==> src/pllc_pkg.sv <==
`default_nettype none
package pllc_pkg;

    // ------------------------------------------------------------------
    // Register map
    // ------------------------------------------------------------------
    localparam logic [11:0] CTRL_OFS     = 12'h000;
    localparam logic [11:0] UPDATE_OFS   = 12'h004;
    localparam logic [11:0] ACTIVE_OFS   = 12'h008;
    localparam logic [11:0] STATUS_OFS   = 12'h00c;

    // ------------------------------------------------------------------
    // Control field layout and reset value
    // ------------------------------------------------------------------
    localparam int          CTRL_W       = 7;
    localparam int          CNT_SEL_LSB  = 5;
    localparam int          WIN_SEL_BIT  = 4;
    localparam int          DIS_BIT      = 3;
    localparam int          CAL_DIV_LSB  = 1;
    localparam int          CAL_NOW_BIT  = 0;
    localparam int          UPDATE_BIT   = 0;
    localparam logic [6:0]  CTRL_RST     = 7'h06;

    // Status field layout
    localparam int          ST_LOCK_BIT  = 0;
    localparam int          ST_BUSY_BIT  = 1;
    localparam int          ST_RUN_LSB   = 8;

    // ------------------------------------------------------------------
    // Lock counter targets and calibration divide ratios
    // ------------------------------------------------------------------
    localparam logic [7:0]  LOCK_CNT_00  = 8'h05;
    localparam logic [7:0]  LOCK_CNT_01  = 8'h10;
    localparam logic [7:0]  LOCK_CNT_10  = 8'h40;
    localparam logic [7:0]  LOCK_CNT_11  = 8'hff;
    localparam logic [4:0]  CAL_DIV_00   = 5'h02;
    localparam logic [4:0]  CAL_DIV_01   = 5'h04;
    localparam logic [4:0]  CAL_DIV_10   = 5'h08;
    localparam logic [4:0]  CAL_DIV_11   = 5'h10;

    // ------------------------------------------------------------------
    // Timing
    // ------------------------------------------------------------------
    localparam real         CLK_PERIOD_NS   = 5.0;
    localparam real         LOCK_WIN_HI_NS  = 3.5;
    localparam real         LOCK_WIN_LO_NS  = 2.0;
    localparam int          WIN_HI_CYC      = (LOCK_WIN_HI_NS < CLK_PERIOD_NS) ? 1 :
                                              int'($floor(LOCK_WIN_HI_NS / CLK_PERIOD_NS));
    localparam int          WIN_LO_CYC      = (LOCK_WIN_LO_NS < CLK_PERIOD_NS) ? 1 :
                                              int'($floor(LOCK_WIN_LO_NS / CLK_PERIOD_NS));
    localparam logic [7:0]  WIN_HI          = 8'(WIN_HI_CYC);
    localparam logic [7:0]  WIN_LO          = 8'(WIN_LO_CYC);
    localparam logic [7:0]  LOL_MARGIN      = 8'h01;
    localparam logic [7:0]  GAP_MAX         = 8'hff;
    localparam logic [7:0]  CAL_LEN         = 8'h20;

    typedef enum logic [1:0] {
        ME_IDLE     = 2'b00,
        ME_WAIT_FB  = 2'b01,
        ME_WAIT_REF = 2'b10
    } pllc_meas_e;

endpackage : pllc_pkg
`default_nettype wire

==> src/pllc_cal_div.sv <==
`default_nettype none
module pllc_cal_div (
    input  wire logic       clk,
    input  wire logic       rst_n,
    input  wire logic       ref_rise,
    input  wire logic [1:0] div_sel,
    output logic            cal_clk,
    output logic            cal_tick
);

    logic [3:0] cnt_ff;
    logic [3:0] nxt_cnt;
    logic       clk_ff;
    logic       nxt_clk;
    logic       tick_ff;
    logic       nxt_tick;
    logic [4:0] ratio;
    logic [3:0] last;
    logic [3:0] half;

    function automatic logic [4:0] div_ratio(input logic [1:0] sel);
        unique case (sel)
            2'b00: div_ratio = pllc_pkg::CAL_DIV_00;
            2'b01: div_ratio = pllc_pkg::CAL_DIV_01;
            2'b10: div_ratio = pllc_pkg::CAL_DIV_10;
            2'b11: div_ratio = pllc_pkg::CAL_DIV_11;
        endcase
    endfunction : div_ratio

    // Count reference edges; high for the first half of each period
    always_comb begin
        ratio    = div_ratio(div_sel);
        last     = 4'(ratio - 5'h01);
        half     = 4'(ratio >> 1);
        nxt_cnt  = cnt_ff;
        nxt_tick = 1'b0;
        if (ref_rise) begin
            if (cnt_ff >= last) begin
                nxt_cnt  = 4'h0;
                nxt_tick = 1'b1;
            end else begin
                nxt_cnt = cnt_ff + 4'h1;
            end
        end
        nxt_clk = (nxt_cnt < half);
    end

    always_ff @(posedge clk or negedge rst_n) begin
        if (!rst_n) begin
            cnt_ff  <= 4'h0;
            clk_ff  <= 1'b0;
            tick_ff <= 1'b0;
        end else begin
            cnt_ff  <= nxt_cnt;
            clk_ff  <= nxt_clk;
            tick_ff <= nxt_tick;
        end
    end

    assign cal_clk  = clk_ff;
    assign cal_tick = tick_ff;

endmodule : pllc_cal_div
`default_nettype wire

==> src/pllc_top.sv <==
// Contract
// - Lock is declared only after 5, 16, 64 or 255 consecutive in-window detector cycles, chosen by a 2-bit field.
// - The lock flag is set when the edge gap between the two detector inputs is below the lock window.
// - Once set, the lock flag holds until the edge gap exceeds the loss-of-lock threshold.
// - A window select bit picks the high range (default, 3.5 ns) at 0 or the low range at 1; here both ranges round up to one 5 ns clock cycle.
// - A disable bit at 1 turns lock detection off; 0 (default) keeps it running.
// - The calibration clock is the reference divided by 2, 4, 8 or 16 (default) per a 2-bit field.
// - A calibration starts only when the active calibrate-now bit goes from 0 to 1; it resets to 0.
//
// Chosen here: the APB register port and the placing of the registers.
`default_nettype none
module pllc_top (
    input  wire logic        clk_sys,
    input  wire logic        nrst,
    input  wire logic [11:0] paddr,
    input  wire logic        psel,
    input  wire logic        penable,
    input  wire logic        pwrite,
    input  wire logic [31:0] pwdata,
    input  wire logic [3:0]  pstrb,
    output logic             pready,
    output logic [31:0]      prdata,
    output logic             pslverr,
    input  wire logic        pfd_ref_in,
    input  wire logic        pfd_fb_in,
    input  wire logic        ref_clk_in,
    output logic             digital_lock_flag,
    output logic             cal_clk,
    output logic             cal_busy
);

    // ------------------------------------------------------------------
    // Reset release
    // ------------------------------------------------------------------
    logic       rst_meta_ff;
    logic       rst_n_ff;

    always_ff @(posedge clk_sys or negedge nrst) begin
        if (!nrst) begin
            rst_meta_ff <= 1'b0;
            rst_n_ff    <= 1'b0;
        end else begin
            rst_meta_ff <= 1'b1;
            rst_n_ff    <= rst_meta_ff;
        end
    end

    // ------------------------------------------------------------------
    // Pin synchronisers: 0 ref, 1 feedback, 2 reference clock
    // ------------------------------------------------------------------
    logic [2:0] pin_in;
    logic [2:0] s1_ff;
    logic [2:0] s2_ff;
    logic [2:0] s3_ff;
    logic [2:0] lvl_ff;
    logic [2:0] rise;

    assign pin_in = {ref_clk_in, pfd_fb_in, pfd_ref_in};

    for (genvar i = 0; i < 3; i++) begin : g_sync
        always_ff @(posedge clk_sys or negedge rst_n_ff) begin
            if (!rst_n_ff) begin
                s1_ff[i]  <= 1'b0;
                s2_ff[i]  <= 1'b0;
                s3_ff[i]  <= 1'b0;
                lvl_ff[i] <= 1'b0;
            end else begin
                s1_ff[i]  <= pin_in[i];
                s2_ff[i]  <= s1_ff[i];
                s3_ff[i]  <= s2_ff[i];
                lvl_ff[i] <= (s2_ff[i] == s3_ff[i]) ? s3_ff[i] : lvl_ff[i];
            end
        end
        assign rise[i] = (s2_ff[i] == s3_ff[i]) && s3_ff[i] && !lvl_ff[i];
    end

    // ------------------------------------------------------------------
    // APB slave and registers
    // ------------------------------------------------------------------
    logic [6:0]  ctrl_ff;
    logic [6:0]  nxt_ctrl;
    logic [6:0]  act_ff;
    logic [6:0]  nxt_act;
    logic        rdy_ff;
    logic        nxt_rdy;
    logic        err_ff;
    logic        nxt_err;
    logic [31:0] rdata_ff;
    logic [31:0] nxt_rdata;
    logic        acc_first;
    logic        acc_done;
    logic        transfer;
    logic        cal_trig;
    logic        lock_ff;
    logic        busy_ff;
    logic [7:0]  run_ff;

    function automatic logic reg_hit(input logic [11:0] a, input logic [11:0] ofs);
        reg_hit = (a[11:2] == ofs[11:2]);
    endfunction : reg_hit

    always_comb begin
        acc_first = psel && penable && !rdy_ff;
        acc_done  = psel && penable && rdy_ff;
        nxt_rdy   = acc_first;
        nxt_err   = acc_first && !(reg_hit(paddr, pllc_pkg::CTRL_OFS) || reg_hit(paddr, pllc_pkg::UPDATE_OFS) ||
                                   reg_hit(paddr, pllc_pkg::ACTIVE_OFS) || reg_hit(paddr, pllc_pkg::STATUS_OFS));
        nxt_rdata = rdata_ff;
        if (acc_first && !pwrite) begin
            nxt_rdata = 32'h0000_0000;
            if (reg_hit(paddr, pllc_pkg::CTRL_OFS)) begin
                nxt_rdata[pllc_pkg::CTRL_W-1:0] = ctrl_ff;
            end else if (reg_hit(paddr, pllc_pkg::ACTIVE_OFS)) begin
                nxt_rdata[pllc_pkg::CTRL_W-1:0] = act_ff;
            end else if (reg_hit(paddr, pllc_pkg::STATUS_OFS)) begin
                nxt_rdata[pllc_pkg::ST_LOCK_BIT]              = lock_ff;
                nxt_rdata[pllc_pkg::ST_BUSY_BIT]              = busy_ff;
                nxt_rdata[pllc_pkg::ST_RUN_LSB+7:pllc_pkg::ST_RUN_LSB] = run_ff;
            end
        end
        nxt_ctrl = ctrl_ff;
        if (acc_done && pwrite && pstrb[0] && reg_hit(paddr, pllc_pkg::CTRL_OFS)) begin
            nxt_ctrl = pwdata[pllc_pkg::CTRL_W-1:0];
        end
        // Transfer strobe moves the staged settings into the active copy
        transfer = acc_done && pwrite && pstrb[0] && pwdata[pllc_pkg::UPDATE_BIT] &&
                   reg_hit(paddr, pllc_pkg::UPDATE_OFS);
        nxt_act  = transfer ? ctrl_ff : act_ff;
        cal_trig = nxt_act[pllc_pkg::CAL_NOW_BIT] && !act_ff[pllc_pkg::CAL_NOW_BIT];
    end

    always_ff @(posedge clk_sys or negedge rst_n_ff) begin
        if (!rst_n_ff) begin
            ctrl_ff  <= pllc_pkg::CTRL_RST;
            act_ff   <= pllc_pkg::CTRL_RST;
            rdy_ff   <= 1'b0;
            err_ff   <= 1'b0;
            rdata_ff <= 32'h0000_0000;
        end else begin
            ctrl_ff  <= nxt_ctrl;
            act_ff   <= nxt_act;
            rdy_ff   <= nxt_rdy;
            err_ff   <= nxt_err;
            rdata_ff <= nxt_rdata;
        end
    end

    // ------------------------------------------------------------------
    // Edge gap measurement between the two detector inputs
    // ------------------------------------------------------------------
    pllc_pkg::pllc_meas_e meas_st_ff;
    pllc_pkg::pllc_meas_e nxt_meas_st;
    logic [7:0] gap_ff;
    logic [7:0] nxt_gap;
    logic       meas_vld;
    logic [7:0] meas_diff;

    always_comb begin
        nxt_meas_st = meas_st_ff;
        nxt_gap     = gap_ff;
        meas_vld    = 1'b0;
        meas_diff   = gap_ff;
        unique case (meas_st_ff)
            pllc_pkg::ME_IDLE: begin
                nxt_gap = 8'h01;
                if (rise[0] && rise[1]) begin
                    meas_vld  = 1'b1;
                    meas_diff = 8'h00;
                end else if (rise[0]) begin
                    nxt_meas_st = pllc_pkg::ME_WAIT_FB;
                end else if (rise[1]) begin
                    nxt_meas_st = pllc_pkg::ME_WAIT_REF;
                end
            end
            pllc_pkg::ME_WAIT_FB, pllc_pkg::ME_WAIT_REF: begin
                if ((meas_st_ff == pllc_pkg::ME_WAIT_FB) ? rise[1] : rise[0]) begin
                    meas_vld    = 1'b1;
                    nxt_meas_st = pllc_pkg::ME_IDLE;
                end else if (rise[0] || rise[1] || gap_ff == pllc_pkg::GAP_MAX) begin
                    // Missing partner edge counts as a gap beyond any threshold
                    meas_vld    = 1'b1;
                    meas_diff   = pllc_pkg::GAP_MAX;
                    nxt_meas_st = pllc_pkg::ME_IDLE;
                end else begin
                    nxt_gap = gap_ff + 8'h01;
                end
            end
            default: begin
                nxt_meas_st = pllc_pkg::ME_IDLE;
            end
        endcase
    end

    always_ff @(posedge clk_sys or negedge rst_n_ff) begin
        if (!rst_n_ff) begin
            meas_st_ff <= pllc_pkg::ME_IDLE;
            gap_ff     <= 8'h01;
        end else begin
            meas_st_ff <= nxt_meas_st;
            gap_ff     <= nxt_gap;
        end
    end

    // ------------------------------------------------------------------
    // Lock decision with hysteresis
    // ------------------------------------------------------------------
    logic [7:0] nxt_run;
    logic       nxt_lock;
    logic [7:0] target;
    logic [7:0] win;
    logic [7:0] lol;

    function automatic logic [7:0] lock_target(input logic [1:0] sel);
        unique case (sel)
            2'b00: lock_target = pllc_pkg::LOCK_CNT_00;
            2'b01: lock_target = pllc_pkg::LOCK_CNT_01;
            2'b10: lock_target = pllc_pkg::LOCK_CNT_10;
            2'b11: lock_target = pllc_pkg::LOCK_CNT_11;
        endcase
    endfunction : lock_target

    always_comb begin
        target   = lock_target(act_ff[pllc_pkg::CNT_SEL_LSB+1:pllc_pkg::CNT_SEL_LSB]);
        win      = act_ff[pllc_pkg::WIN_SEL_BIT] ? pllc_pkg::WIN_LO : pllc_pkg::WIN_HI;
        lol      = win + pllc_pkg::LOL_MARGIN;
        nxt_run  = run_ff;
        nxt_lock = lock_ff;
        if (act_ff[pllc_pkg::DIS_BIT]) begin
            nxt_run  = 8'h00;
            nxt_lock = 1'b0;
        end else if (meas_vld) begin
            if (meas_diff < win) begin
                nxt_run = (run_ff >= target) ? run_ff : run_ff + 8'h01;
                if (nxt_run >= target) begin
                    nxt_lock = 1'b1;
                end
            end else begin
                nxt_run = 8'h00;
                if (meas_diff > lol) begin
                    nxt_lock = 1'b0;
                end
            end
        end
    end

    always_ff @(posedge clk_sys or negedge rst_n_ff) begin
        if (!rst_n_ff) begin
            run_ff  <= 8'h00;
            lock_ff <= 1'b0;
        end else begin
            run_ff  <= nxt_run;
            lock_ff <= nxt_lock;
        end
    end

    // ------------------------------------------------------------------
    // Calibration clock and calibration run
    // ------------------------------------------------------------------
    logic       cal_tick;
    logic [7:0] cal_cnt_ff;
    logic [7:0] nxt_cal_cnt;
    logic       nxt_busy;

    pllc_cal_div u_cal_div (
        .clk      (clk_sys),
        .rst_n    (rst_n_ff),
        .ref_rise (rise[2]),
        .div_sel  (act_ff[pllc_pkg::CAL_DIV_LSB+1:pllc_pkg::CAL_DIV_LSB]),
        .cal_clk  (cal_clk),
        .cal_tick (cal_tick)
    );

    always_comb begin
        nxt_busy    = busy_ff;
        nxt_cal_cnt = cal_cnt_ff;
        if (cal_trig && !busy_ff) begin
            nxt_busy    = 1'b1;
            nxt_cal_cnt = 8'h00;
        end else if (busy_ff && cal_tick) begin
            nxt_cal_cnt = cal_cnt_ff + 8'h01;
            if (nxt_cal_cnt >= pllc_pkg::CAL_LEN) begin
                nxt_busy = 1'b0;
            end
        end
    end

    always_ff @(posedge clk_sys or negedge rst_n_ff) begin
        if (!rst_n_ff) begin
            busy_ff    <= 1'b0;
            cal_cnt_ff <= 8'h00;
        end else begin
            busy_ff    <= nxt_busy;
            cal_cnt_ff <= nxt_cal_cnt;
        end
    end

    assign pready            = rdy_ff;
    assign prdata            = rdata_ff;
    assign pslverr           = err_ff;
    assign digital_lock_flag = lock_ff;
    assign cal_busy          = busy_ff;

endmodule : pllc_top
`default_nettype wire

==> config.mk <==
export PLATFORM = sky130hd
export DESIGN_NAME = pllc_top
export DESIGN_NICKNAME = d
export VERILOG_FILES = /design/src/pllc_pkg.sv /design/src/pllc_cal_div.sv /design/src/pllc_top.sv
export SDC_FILE = /design/constraint.sdc
export NUM_CORES = 1
export LEC_CHECK = 0
export BUFFER_PORTS_ARGS = -buffer_cell sky130_fd_sc_hd__buf_4
export CORE_MARGIN = 2
export CORE_UTILIZATION = 25
export DETAILED_ROUTE_END_ITERATION = 10
export MAX_ROUTING_LAYER = met4
export SETUP_SLACK_MARGIN = 0.2
export SLEW_MARGIN = 20
export SYNTH_ARGS = -nofsm -noshare
export SYNTH_HDL_FRONTEND = slang
export SYNTH_HIERARCHICAL = 1
export SYNTH_SLANG_ARGS = --single-unit
==> constraint.sdc <==
create_clock -name clk_sys -period 2.5 [get_ports clk_sys]
set_input_delay 0 -clock clk_sys [delete_from_list [all_inputs] [get_ports clk_sys]]
set_output_delay 0 -clock clk_sys [all_outputs]
set_load 0.05 [all_outputs]
==> results.yml <==
cts:
  cts_root_buf: "sky130_fd_sc_hd__clkbuf_16"
  insertion_delay_ns: 0.35
  tritoncts.num_buffers: 9
  clk_transition_reported_paths_ns: 0.07
  tritoncts_num_sinks: 79
  tritoncts: "done"
  htree_num_levels: 3
  clockBufferDepth: 2
setup_path:
  cp.required_ns: 2.72
  endpoint_class_of_the_critical_path: "flop"
  cp_cell_sequence: "inv_2, ha_4, o21bai_4, ha_1, nand4_1, o31a_1, and3_4, or2_4, ha_4, a21o_1, a211oi_2, nand2_2, a2111oi_4, a2111oi_2"
  start_kind: "flop"
  critical-path-max-stage-delay_ns: 0.41
  rrSetupSlack_ns: -0.66
  critPathSlowestCell: "sky130_fd_sc_hd__dfrtp_1"
  r2r_end: "digital_lock_flag$_DFFE_PN0P_"
  crit_arrival_ns: 3.38
  timing.critical_path.buf_inv: 1
  path_common_cell: "sky130_fd_sc_hd__ha_4"
  ff2ff_path_depth: 14
  criticalPathCategory: "reg -> reg"
  cpLargestDelayFamily: "compound AO/OA/AOI/OAI gates"
  crit-reg2reg-launch: "act_ff[6]$_DFFE_PN0P_"
  worstPathMaxFanout: 4
finish:
  final_cells: 771
  postLayoutCellArea_mm2: 0.006116
  layout_commonest_cell: "sky130_fd_sc_hd__buf_4"
  antennaDiodeCount: 0
  nNetsFinal: 630
  num-fill-cells: 1679
  flow.area_growth_from_synthesis_pct: 37.19
  commonest_non_fill_non_tap_cells_in_the_layout: "sky130_fd_sc_hd__buf_4, sky130_fd_sc_hd__dfrtp_1, sky130_fd_sc_hd__nor2_1"
  share_of_cells_above_drive_strength_1: 0.3590
timing:
  timing.final.hold_violations: 0
  fin_hold_ws_ns: 0.01831
  max_clock_freq_ghz: 0.3161
  final_min_period_over_clock_period: 1.265
  post-route-min-period_ns: 3.164
  rsz0062_at_grt: "true"
  layout_setup_ws_ns: -0.6635
  report.final.slew_viol_count: 0
  setup_viol: 1
  worst-slew-pin-transition_ns: 0.7020
  worst_clk_skew_ns: 0.01095
  maxSlewHeadroom: 0.5284
power_and_ir_drop:
  post-layout-total-power_mw: 5.083
  cellInternalPower_mw: 3.122
  sequentialPowerShare: 0.334
  power.share.switching: 0.3858
  max-vdd-ir-drop_uv: 332.8
  p_switching_mw: 1.961
  share_of_power_burned_in_the_clock_network: 0.256
  power_frac_comb: 0.410
  power_density_mw_per_mm2: 831.1
  total_leakage_power_nw: 2.730
status:
  status: "finished with violations"
  violations: "negative setup slack"
global_route:
  globalRouteTotalUtil: 0.1245
  antenna_found_initial: 0
  grt_max_degree: 45
  globalRoute.totalOverflow: 0
  vias_in_the_first_global_route: 3604
  grt_pass1_wl_um: 17590
floorplan:
  floorplan.die_area_mm2: 0.01892
  core_area_mm2: 0.01736
  die_h_um: 137.5
  floorplan.die.width_um: 137.5
  ios: 93
  fp-row-count: 48
  effective_utilization_at_floorplan: 0.2568
hold_path:
  hold_path_end: "prdata[0]$_DFFE_PN0P_"
  hp-start: "paddr[10]"
  hp-class: "in -> reg"
  hold-path-cell-count: 4
routing:
  routed-via-count: 3634
  drc: 0
  first_pass_iters: 4
  wire_per_inst_um: 13.91
  via_per_instance_ratio: 4.713
  drtIter0Drc: 244
  totalWireLength_um: 10730
  ant_nets: 0
synthesis:
  synthFlopType: "sky130_fd_sc_hd__dfrtp_1"
  yosysUniqueCellTypes: 69
  asyncSetResetFlopFracSynth: 1.000
  yosys_warnings: 6
  synth_enable_flop_cells: 0
  synth_area_mm2: 0.004458
  avgSynthCellArea_um2: 10.27
  total_of_flip_flops_plus_latches_after_synthesis: 79
  netlist_instances: 434
  synth_seq_area_share: 0.4448
place:
  placed_area_mm2: 0.005379
  dpl.hpwl_um: 7854
  dp_cells: 731
  gp_congestion: 0.8507
  port_buffers: 45
flow_run:
  max_cap_violations: 0
## metal layers
layer | share of wire | routed length, um | GRT usage
met5 | 0 | 0 | -
met4 | 0.015 | 158 | 0.04353
met3 | 0.064 | 691 | 0.03532
met2 | 0.48 | 5125 | 0.1954
met1 | 0.44 | 4751 | 0.1536
## stage by stage
stage | worst slack (ns) | TNS [ns] | utilization
global route | -0.8491 | -0.9508 | 0.3524
detailed placement | -0.7573 | -0.7573 | 0.3099
finish | -0.6635 | -0.6635 | 0.3524
floorplan | -0.5279 | -0.5279 | -
CTS | -0.7434 | -0.7434 | 0.3439
global placement | -0.5763 | -0.5763 | 0.3099
## flip-flops by register name, indices dropped and copies added, names as in the netlist, 2 cells and up
signal            flops
run_ff                8
s1_ff                 3
act_ff                7
prdata               15
gap_ff                8
ctrl_ff               7
meas_st_ff            2
s2_ff                 3
u_cal_div/cnt_ff      4
s3_ff                 3
lvl_ff                3
cal_cnt_ff            8
## cell type report
| cell class | count | area, um2 | share of cell area |
|---|---|---|---|
| clock inverters | 6 | 53.80 | 0.008797 |
| inverters | 15 | 58.81 | 0.009615 |
| clock buffers | 10 | 239.0 | 0.03908 |
| flip-flops and latches | 79 | 1989 | 0.3253 |
| well taps | 225 | 281.5 | 0.04603 |
| multi-input cells | 330 | 2628 | 0.4296 |
| repair buffers | 106 | 865.8 | 0.1416 |
## logic make-up after synthesis
kind of cell    Yosys count  synth area share
mux                      21           0.05249
buf+inv                  41           0.05108
fa+ha+maj                35           0.09711
flops                    79            0.4449
compound gates           76            0.1271
other cells               2          0.001685
simple gates            162            0.1903
xor+xnor                 18           0.03537
## worst register-to-register path: stages (launching register included)
cell and delay (ns):
sky130_fd_sc_hd__dfrtp_1 0.41, sky130_fd_sc_hd__inv_2 0.09, sky130_fd_sc_hd__ha_4 0.16, sky130_fd_sc_hd__o21bai_4 0.16
sky130_fd_sc_hd__ha_1 0.27, sky130_fd_sc_hd__nand4_1 0.19, sky130_fd_sc_hd__o31a_1 0.34, sky130_fd_sc_hd__and3_4 0.17
sky130_fd_sc_hd__or2_4 0.24, sky130_fd_sc_hd__ha_4 0.16, sky130_fd_sc_hd__a21o_1 0.18, sky130_fd_sc_hd__a211oi_2 0.23
sky130_fd_sc_hd__nand2_2 0.13, sky130_fd_sc_hd__a2111oi_4 0.23, sky130_fd_sc_hd__a2111oi_2 0.08
## power groups by stage
stage               Clock, mW  Combinational, mW  Sequential [mW]
floorplan                   0               1.20             1.76
global placement            0               1.72             1.70
detailed placement          0               1.77             1.71
CTS                      1.34               1.89             1.69
global route             1.41               2.30             1.73
finish                   1.30               2.09             1.70
## synth_stat cells, drive strengths merged (4+ instances only)
| cell | instances | area share |
|---|---|---|
| dfrtp | 74 | 0.42 |
| nor2 | 42 | 0.039 |
| nand2 | 37 | 0.032 |
| ha | 33 | 0.093 |
| buf | 21 | 0.034 |
| mux2 | 19 | 0.048 |
| nand3 | 18 | 0.020 |
| inv | 15 | 0.013 |
| xor2 | 15 | 0.029 |
| a21oi | 13 | 0.015 |
| nor3 | 11 | 0.012 |
| a22o | 10 | 0.020 |
| o21ai | 10 | 0.011 |
| nor4 | 9 | 0.017 |
| and3 | 8 | 0.012 |
| nand2b | 8 | 0.011 |
| o21a | 7 | 0.012 |
| a221oi | 5 | 0.0098 |
| clkbuf | 5 | 0.0042 |
| dfstp | 5 | 0.029 |
| or2 | 5 | 0.0070 |
| nand3b | 4 | 0.0067 |
| or3 | 4 | 0.0056 |
## worst max path at each step
stage                                          to  cells after the start             startpoint
floorplan           digital_lock_flag$_DFFE_PN0P_                     15  act_ff[6]$_DFFE_PN0P_
global placement    digital_lock_flag$_DFFE_PN0P_                     14  act_ff[5]$_DFFE_PN0P_
detailed placement  digital_lock_flag$_DFFE_PN0P_                     13  act_ff[5]$_DFFE_PN0P_
CTS                 digital_lock_flag$_DFFE_PN0P_                     13  act_ff[6]$_DFFE_PN0P_
global route        digital_lock_flag$_DFFE_PN0P_                     14  act_ff[6]$_DFFE_PN0P_
finish              digital_lock_flag$_DFFE_PN0P_                     14  act_ff[6]$_DFFE_PN0P_
## what timing repair did
item                                    CTS  global route
resized for setup                        22            30
buffers inserted                          9             1
hold buffers                             14             0
hold endpoints to repair                 13             0
pin swaps                                14             6
endpoints found under the setup margin    6             9
Note: power is estimated with default switching activity, not from simulation.
